--- config.mk ---
export PLATFORM = sky130hd
export DESIGN_NAME = atcr_aux_timer
export DESIGN_NICKNAME = d
export VERILOG_FILES = /design/src/verilog/atcr_aux_timer.v
export VERILOG_INCLUDE_DIRS = /design/src /design/src/verilog
export SDC_FILE = /design/constraint.sdc
export NUM_CORES = 1
export LEC_CHECK = 0
export ABC_AREA = 1
export BUFFER_PORTS_ARGS = -buffer_cell sky130_fd_sc_hd__buf_2
export CELL_PAD_IN_SITES_DETAIL_PLACEMENT = 1
export CELL_PAD_IN_SITES_GLOBAL_PLACEMENT = 1
export CORE_ASPECT_RATIO = 1.4
export CORE_UTILIZATION = 45
export CTS_CLUSTER_DIAMETER = 80
export DETAILED_ROUTE_END_ITERATION = 10
export PLACE_DENSITY = 0.93
export REMOVE_ABC_BUFFERS = 1
export SYNTH_ARGS = -nofsm -noshare
export SYNTH_HDL_FRONTEND = slang
export SYNTH_SLANG_ARGS = --single-unit
--- constraint.sdc ---
create_clock -name clock -period 3.9 [get_ports clock]
set_input_delay 0.585 -clock clock [delete_from_list [all_inputs] [get_ports clock]]
set_output_delay 0.585 -clock clock [all_outputs]
set_load 0.02 [all_outputs]
--- src/verilog/atcr_defines.vh ---
// register offsets, field positions, reset values and timing constants for the auxiliary timer block
`ifndef ATCR_DEFINES_VH
`define ATCR_DEFINES_VH

`define ATCR_ADDR_CONTROL     16'hff46
`define ATCR_ADDR_TIMER       16'hff48
`define ATCR_ADDR_CAPTURE_RELOAD_REG      16'hff4a
`define ATCR_ADDR_FLAGS       16'hff4c
`define ATCR_CONTROL_RESET    16'h0000
`define ATCR_INSEL_LSB        0
`define ATCR_INSEL_MSB        2
`define ATCR_MODE_BIT         3
`define ATCR_RUN_BIT          6
`define ATCR_DIR_BIT          7
`define ATCR_CEDGE_LSB        12
`define ATCR_CEDGE_MSB        13
`define ATCR_CLEAR_BIT        14
`define ATCR_CAPEN_BIT        15
`define ATCR_CONTROL_MASK     16'hf0cf
`define ATCR_FLAG_WRAP        0
`define ATCR_FLAG_CAPTURE     1
`define ATCR_FLAG_WRAP_EN     2
`define ATCR_FLAG_CAPTURE_EN  3
`define ATCR_PRESCALE_BASE    8
`define ATCR_PRESCALE_WIDTH   10
`define ATCR_SETTLE_STATES    4

`endif

--- src/verilog/atcr_aux_timer.v ---
// auxiliary 16-bit up/down timer with capture/reload register
`timescale 1ns/10ps
`default_nettype none
`include "atcr_defines.vh"

module atcr_aux_timer
#(
  parameter WIDTH = 16
)
(
  input  wire             clock,
  input  wire             nrst,
  input  wire [15:0]      addr,
  input  wire [15:0]      wdata,
  input  wire             wr_en,
  input  wire             rd_en,
  output reg  [15:0]      rdata,
  input  wire             core_toggle_latch,
  input  wire             core_wrap,
  input  wire             core_reload_enable,
  output reg              core_load,
  output reg  [WIDTH-1:0] core_load_value,
  input  wire             capture_trigger_pin,
  output wire             aux_irq,
  output wire             capture_irq
);

  // register map, as software sees it over the plain strobe port:
  //   control   - mode, run, direction, input select, capture edge, clear, capture enable
  //   timer     - the live auxiliary count, readable and writable at any time
  //   capreal   - the capture/reload word shared by capture and core reload
  //   flags     - wrap flag, capture flag and their two interrupt enables
  // every register resets to zero, so after reset the timer is stopped,
  // counts up in timer mode with the fastest prescaler, and capture is off
  //
  // control register layout:
  //   bits 2..0   input select; prescaler choice in timer mode, edge choice in counter mode
  //   bit  3      mode; low picks timer mode, high picks counter mode
  //   bits 5..4   unused, always read as zero
  //   bit  6      run; low freezes the count in either mode
  //   bit  7      direction; low counts up, high counts down
  //   bits 11..8  unused, always read as zero
  //   bits 13..12 capture edge select; none, rising, falling or both
  //   bit  14     clear on capture; zeroes the count right after a capture
  //   bit  15     capture enable; gates the copy into the capture word and the clear, not the flag
  // unused control bits are masked on write, so software sees zeros there
  //
  // flags register layout:
  //   bit 0       wrap flag, set when the count rolls over either way
  //   bit 1       capture flag, set on every selected pin edge
  //   bit 2       wrap interrupt enable
  //   bit 3       capture interrupt enable
  // both flags are plain read/write bits; software clears them by writing
  // zero, and a hardware set in the same cycle as that write wins, so an
  // event that lands on the clearing write is never lost
  //
  // timer mode:
  //   a ten bit prescaler runs freely from reset; a tick is taken when its
  //   low three-plus-select bits are all ones, which gives one tick every
  //   eight times two-to-the-select cycles; the prescaler is never cleared
  //   by a control write, so the first tick after a start may come early by
  //   up to one prescaler period; this keeps the divider to a bare counter
  //
  // counter mode:
  //   the core timer's toggle latch is sampled every cycle and compared with
  //   its previous sample; a change only counts when the core wrap pulse is
  //   high in the same cycle, because the core moves its latch and raises
  //   its wrap pulse together; a latch move made by software comes with no
  //   wrap pulse and is therefore ignored
  //   the select field picks rising, falling or both latch edges; select
  //   values with the top bit clear, and the value with only the top bit
  //   set, leave the counter idle
  //   chaining the core timer, its latch and this counter gives a 32-bit or
  //   33-bit count, and each side keeps its own direction bit
  //
  // capture path:
  //   the capture pin passes two flip-flops before any logic sees it, then
  //   a third flop holds the previous sample for edge detection; an edge is
  //   thus seen three clocks after the pin moves, and only once
  //   a pin that moves again within that window can hide a pulse, so the
  //   source must hold each level for a few cycles
  //   on a selected edge the capture flag is set in every case; the copy of
  //   the count into the capture word happens only with capture enabled,
  //   and the clear of the count follows only when both enable and clear
  //   bits are set; the copy takes the value before the clear
  //
  // core reload:
  //   with the reload enable high, each core wrap raises the load strobe one
  //   cycle later together with the capture word; the core keeps its own
  //   wrap flag, and the capture flag is not touched by a reload
  //
  // priority inside one cycle:
  //   a software write of the count beats a capture clear, which beats a
  //   tick; a capture beats a software write of the capture word, so a
  //   measured value is never overwritten by a late write
  //
  // read data:
  //   read data is registered and valid only in the cycle after the read
  //   strobe; at every other time it is held at zero so that a shared read
  //   bus can be built from a plain or-gate

  // registers, control register fields and internal state
  reg  [15:0]      aux_timer_control;
  reg  [WIDTH-1:0] aux_timer;
  reg  [WIDTH-1:0] capture_reload_reg;
  reg              aux_wrap_request;
  reg              capture_request_flag;
  reg              aux_irq_enable;
  reg              capture_irq_enable;
  reg  [`ATCR_PRESCALE_WIDTH-1:0] prescale;
  reg              pin_sync1;
  reg              pin_sync2;
  reg              pin_prev;
  reg              toggle_prev;
  reg  [WIDTH-1:0] next_aux_timer;
  reg              tick;
  reg              wraps;
  wire [2:0]       aux_input_select;
  wire             aux_mode_select;
  wire             aux_run;
  wire             aux_direction;
  wire [1:0]       capture_edge_select;
  wire             clear_on_capture;
  wire             capture_enable;
  wire             pin_rise;
  wire             pin_fall;
  wire             cap_event;
  wire             tog_rise;
  wire             tog_fall;
  wire             timer_tick;
  wire             counter_tick;
  wire             sw_timer_wr;

  assign aux_input_select    = aux_timer_control[`ATCR_INSEL_MSB:`ATCR_INSEL_LSB];
  assign aux_mode_select     = aux_timer_control[`ATCR_MODE_BIT];
  assign aux_run             = aux_timer_control[`ATCR_RUN_BIT];
  assign aux_direction       = aux_timer_control[`ATCR_DIR_BIT];
  assign capture_edge_select = aux_timer_control[`ATCR_CEDGE_MSB:`ATCR_CEDGE_LSB];
  assign clear_on_capture    = aux_timer_control[`ATCR_CLEAR_BIT];
  assign capture_enable      = aux_timer_control[`ATCR_CAPEN_BIT];
  assign sw_timer_wr         = wr_en && (addr == `ATCR_ADDR_TIMER);

  // pulse of the prescaler when its low 3+sel bits are all ones
  function prescale_hit;
    input [`ATCR_PRESCALE_WIDTH-1:0] cnt;
    input [2:0]                      sel;
    reg   [`ATCR_PRESCALE_WIDTH-1:0] mask;
    begin
      mask = ({`ATCR_PRESCALE_WIDTH{1'b1}} >> (3'd7 - sel));
      prescale_hit = ((cnt & mask) == mask);
    end
  endfunction

  // free-running prescaler; divides by 8*2^sel at the hit
  always @(posedge clock or negedge nrst)
  begin
    if (!nrst)
      prescale <= {`ATCR_PRESCALE_WIDTH{1'b0}};
    else
      prescale <= prescale + 1'b1;
  end

  assign timer_tick = !aux_mode_select && prescale_hit(prescale, aux_input_select);

  // previous latch sample; software writes of the latch happen outside this
  // block and come without the wrap pulse
  always @(posedge clock or negedge nrst)
  begin
    if (!nrst)
      toggle_prev <= 1'b0;
    else
      toggle_prev <= core_toggle_latch;
  end

  // toggle edges qualified by the wrap pulse of the same cycle
  assign tog_rise = core_wrap && core_toggle_latch && !toggle_prev;
  assign tog_fall = core_wrap && !core_toggle_latch && toggle_prev;
  assign counter_tick = aux_mode_select && aux_input_select[2] &&
                        ((aux_input_select[0] && tog_rise) ||
                         (aux_input_select[1] && tog_fall));

  // capture pin synchroniser and edge detect
  always @(posedge clock or negedge nrst)
  begin
    if (!nrst)
    begin
      pin_sync1 <= 1'b0;
      pin_sync2 <= 1'b0;
      pin_prev  <= 1'b0;
    end
    else
    begin
      pin_sync1 <= capture_trigger_pin;
      pin_sync2 <= pin_sync1;
      pin_prev  <= pin_sync2;
    end
  end

  // pin edges; the pin must stay put a few cycles to be seen
  assign pin_rise  = pin_sync2 && !pin_prev;
  assign pin_fall  = !pin_sync2 && pin_prev;
  assign cap_event = (capture_edge_select[0] && pin_rise) ||
                     (capture_edge_select[1] && pin_fall);

  // next timer value: software write first, then clear on capture, then tick
  always @*
  begin
    tick  = aux_run && (timer_tick || counter_tick);
    wraps = 1'b0;
    next_aux_timer = aux_timer;
    if (sw_timer_wr)
      next_aux_timer = wdata[WIDTH-1:0];
    else if (cap_event && capture_enable && clear_on_capture)
      next_aux_timer = {WIDTH{1'b0}};
    else if (tick)
    begin
      if (aux_direction)
      begin
        next_aux_timer = aux_timer - 1'b1;
        wraps = (aux_timer == {WIDTH{1'b0}});
      end
      else
      begin
        next_aux_timer = aux_timer + 1'b1;
        wraps = (aux_timer == {WIDTH{1'b1}});
      end
    end
  end

  // timer register
  always @(posedge clock or negedge nrst)
  begin
    if (!nrst)
      aux_timer <= {WIDTH{1'b0}};
    else
      aux_timer <= next_aux_timer;
  end

  // capture/reload register: capture latches the pre-clear value
  always @(posedge clock or negedge nrst)
  begin
    if (!nrst)
      capture_reload_reg <= {WIDTH{1'b0}};
    else if (cap_event && capture_enable)
      capture_reload_reg <= aux_timer;
    else if (wr_en && addr == `ATCR_ADDR_CAPTURE_RELOAD_REG)
      capture_reload_reg <= wdata[WIDTH-1:0];
  end

  // core reload port; core keeps its own wrap flag
  always @(posedge clock or negedge nrst)
  begin
    if (!nrst)
    begin
      core_load       <= 1'b0;
      core_load_value <= {WIDTH{1'b0}};
    end
    else
    begin
      core_load       <= core_wrap && core_reload_enable;
      core_load_value <= capture_reload_reg;
    end
  end

  // control and flag registers; hardware set wins over software clear
  always @(posedge clock or negedge nrst)
  begin
    if (!nrst)
    begin
      aux_timer_control    <= `ATCR_CONTROL_RESET;
      aux_wrap_request     <= 1'b0;
      capture_request_flag <= 1'b0;
      aux_irq_enable       <= 1'b0;
      capture_irq_enable   <= 1'b0;
    end
    else
    begin
      if (wr_en && addr == `ATCR_ADDR_CONTROL)
        aux_timer_control <= wdata & `ATCR_CONTROL_MASK;
      if (wr_en && addr == `ATCR_ADDR_FLAGS)
      begin
        aux_wrap_request     <= wdata[`ATCR_FLAG_WRAP];
        capture_request_flag <= wdata[`ATCR_FLAG_CAPTURE];
        aux_irq_enable       <= wdata[`ATCR_FLAG_WRAP_EN];
        capture_irq_enable   <= wdata[`ATCR_FLAG_CAPTURE_EN];
      end
      if (wraps)
        aux_wrap_request <= 1'b1;
      if (cap_event)
        capture_request_flag <= 1'b1;
    end
  end

  // the block drives no toggle latch and no pin of its own
  assign aux_irq     = aux_wrap_request && aux_irq_enable;
  assign capture_irq = capture_request_flag && capture_irq_enable;

  // read data one cycle after the strobe; unmapped reads as zero
  always @(posedge clock or negedge nrst)
  begin
    if (!nrst)
      rdata <= 16'h0000;
    else if (rd_en)
    begin
      case (addr)
        `ATCR_ADDR_CONTROL: rdata <= aux_timer_control;
        `ATCR_ADDR_TIMER:   rdata <= aux_timer;
        `ATCR_ADDR_CAPTURE_RELOAD_REG:  rdata <= capture_reload_reg;
        `ATCR_ADDR_FLAGS:   rdata <= {12'h000, capture_irq_enable, aux_irq_enable,
                                      capture_request_flag, aux_wrap_request};
        default:            rdata <= 16'h0000;
      endcase
    end
    else
      rdata <= 16'h0000;
  end

endmodule
`default_nettype wire

==> reports/summary.txt <==
Site row count: 46
Min cycle time layout: 2.54 ns
Vias in the first global route: 5589
WL final: 17100 um
Hold Buf Count CTS: 0
Status: completed
Hold depth: 1
Gp weighted congestion: 0.907
Total core area: 11400 um^2
CP max stage cell: dfrtp_1
Layout area overhead: 14.6%
Final Setup Violations: 0
Worst-Skew Late Latency: 0.35 ns
Syn Inst Count: 712
Area leader, netlist: dfrtp_1
Clock Pin Slew Worst Setup and Hold Paths: 0.07 ns
Register area share after synthesis: 43.7%
Pre-Repair DR Iteration Count: 4
Final hold vios: 0
Num CTS Buffers: 9
Num Clock Sinks: 93
Count of cell types in the netlist: 35
Share of the synthesized area in the top cell type: 43.7%
Main synth FF type: dfrtp_1
DRC Markers: 0
Hold crit path type: input pin to register
Nets: 841
Flops & latches, synth: 93
Full die area: 12300 um^2
Slew @ Worst Pin: 0.907 ns
Post-synth ARST share: 100%
Max incr delay on CP: 0.81 ns
Commonest non-fill, non-tap cell in the layout: nand2_1
Horiz. Die Dim: 93.9 um
Slew Limit Headroom: 39.6%
Largest net degree at the start of global routing: 73
Length in cells of the worst reg-to-reg path: 13
DP HPWL: 12600 um
IO Count: 75
Post-route ant nets: 0
Cts repair resizes: 0
Global Route Usage Sum: 29.6%
RSZ-0062 raised after global routing: false
Max Clk Rate: 393 MHz
Period utilization: 65.2%
First-pass GRT wire length: 27600 um
ANT cells: 0
End of the worst register-to-register path: aux_timer[8]
Most frequent cells in the layout: nand2_1 (221), inv_1 (104), dfrtp_1 (93), buf_2 (73), nor2_1 (57)
Routed wire length per instance: 18.3 um
Via Count: 5078
WS Path Type: register to register
Netlist Area Pre-Place: 5320 um^2
Total grt overflow: 0
Crit-path cells: inv_1 > fa_1 > inv_1 > nand3_1 > nand3_1 > nand2_1 > nand3_1 > nand2_1 > nand2_1 > nand2_1 > o21ai_0 > nand2_1 > nand2_1
CP Capture Type: register
Multi-input gate area: 2460 um^2
Root buffer cell: clkbuf_16
PortBufs: 74
VDD IR max: 0.000174 V
R2R Setup Slk: 1.36 ns
Ranking of synthesized cells by area: dfrtp_1 (44%), nand2_1 (16%), inv_1 (7.3%)
Total power per unit cell area: 324 nW/um^2
Final slew viol count: 0
Lkg Pwr: 3.18 nW
Setup TNS: 0 ns
Avg Cell Area, Syn: 7.47 um^2
Syn. warnings: 0
Startpoint class of the critical path: register
Post-synth EDFFs: 0
Vias/cell: 5.44
Number of DRC markers in iteration 0: 323
Reg2Reg Launch Point: aux_timer_control[7]
Initial Util: 46.7%
Min-delay src: capture_trigger_pin
Initial antenna violation count: 0
Critical path buffers and inverters: 2
Setup Skew: 0.0113 ns
Crit-path max FO: 18
Cell area after layout: 6100 um^2
Chip height: 131 um
Max Cap Viol: 0
Placed cell area: 5780 um^2
Critical Path RT: 4.19 ns
Reg area: 2330 um^2
CTS tree: yes
Hold EP: pin_sync1
Clock buffer depth: 2
Crit path DAT: 2.84 ns
Share of layout cells above drive strength 1: 16.3%
CP delay by family, top: flip-flops
Fillers: 1468
H-tree Lvls: 3
CP most frequent cell: nand2_1
Postcts setup bufs: 0
==> per-stage QoR <==
stage	worst slack, ns	utilization, %	std cells	power (mW)	hold WS (ns)
6_report	1.36	53.5	934	1.97	0.336
2_1_floorplan	1.85	-	697	1.01	0.289
3_3_place_gp	1.60	50.7	918	1.06	0.334
4_1_cts	1.44	53.5	934	1.99	0.330
3_5_place_dp	1.45	50.7	918	1.07	0.339
5_1_grt	1.24	53.5	934	2.03	0.340
==> per-layer routing <==
| layer | track usage, % | share of wire [%] | vias up |
|---|---|---|---|
| li1 | - | - | 2379 |
| met1 | 31.9 | 38 | 2502 |
| met2 | 54.4 | 54 | 136 |
| met3 | 3.41 | 3.0 | 61 |
| met4 | 18.7 | 5.0 | 0 |
| met5 | 0 | 0 | - |
==> power by group <==
part | internal [mW] | switching [mW] | total, mW
registers | 0.968 | 0.00199 | 0.970
clock network | 0.538 | 0.387 | 0.924
logic | 0.0235 | 0.0568 | 0.0803
total | 1.53 | 0.446 | 1.97
==> cell usage after synthesis (3+ instances only) <==
master      n
inv_2       4
buf_4       3
dfrtp_1    93
inv_1     104
nand3_2     3
o22ai_1     6
nand2_2     5
o21ai_0    42
buf_6       6
nand2_1   221
clkbuf_1    3
ha_1       15
xnor2_1     5
nor3_1      5
xor2_1      9
a21oi_1     9
o21ai_1    23
buf_2       3
nor2_1     57
nand4_1    12
nand3_1    50
nor2_2     15
==> logic make-up after synthesis <==
family / after synthesis / synth area share (%)
AND/OR/NAND/NOR: 381 / 31.7
buffers and inverters: 124 / 9.92
adder cells (fa/ha/maj): 16 / 3.90
XOR/XNOR: 14 / 2.30
flip-flops: 93 / 43.7
AO/OA/AOI/OAI: 84 / 8.47
==> final cells by class <==
cell class,count,area share (%)
Multi-Input combinational cell,495,40.4
Sequential cell,93,38.2
Inverter,109,6.75
Timing Repair Buffer,77,6.49
Clock buffer,11,4.15
Tap cell,144,2.96
Clock inverter,5,1.05
==> worst max-delay path by stage <==
stage | from | end | slack, ns | cells after the start
5_1_grt | aux_timer_control[7] | aux_timer[8] | 1.24 | 13
3_3_place_gp | addr[7] | capture_reload_reg[0] | 1.60 | 9
6_report | aux_timer_control[7] | aux_timer[8] | 1.36 | 13
4_1_cts | aux_timer_control[7] | aux_timer[8] | 1.44 | 13
3_5_place_dp | aux_timer_control[7] | aux_timer[8] | 1.45 | 13
2_1_floorplan | addr[9] | aux_timer_control[12] | 1.85 | 7
(Power assumes the default switching activity.)
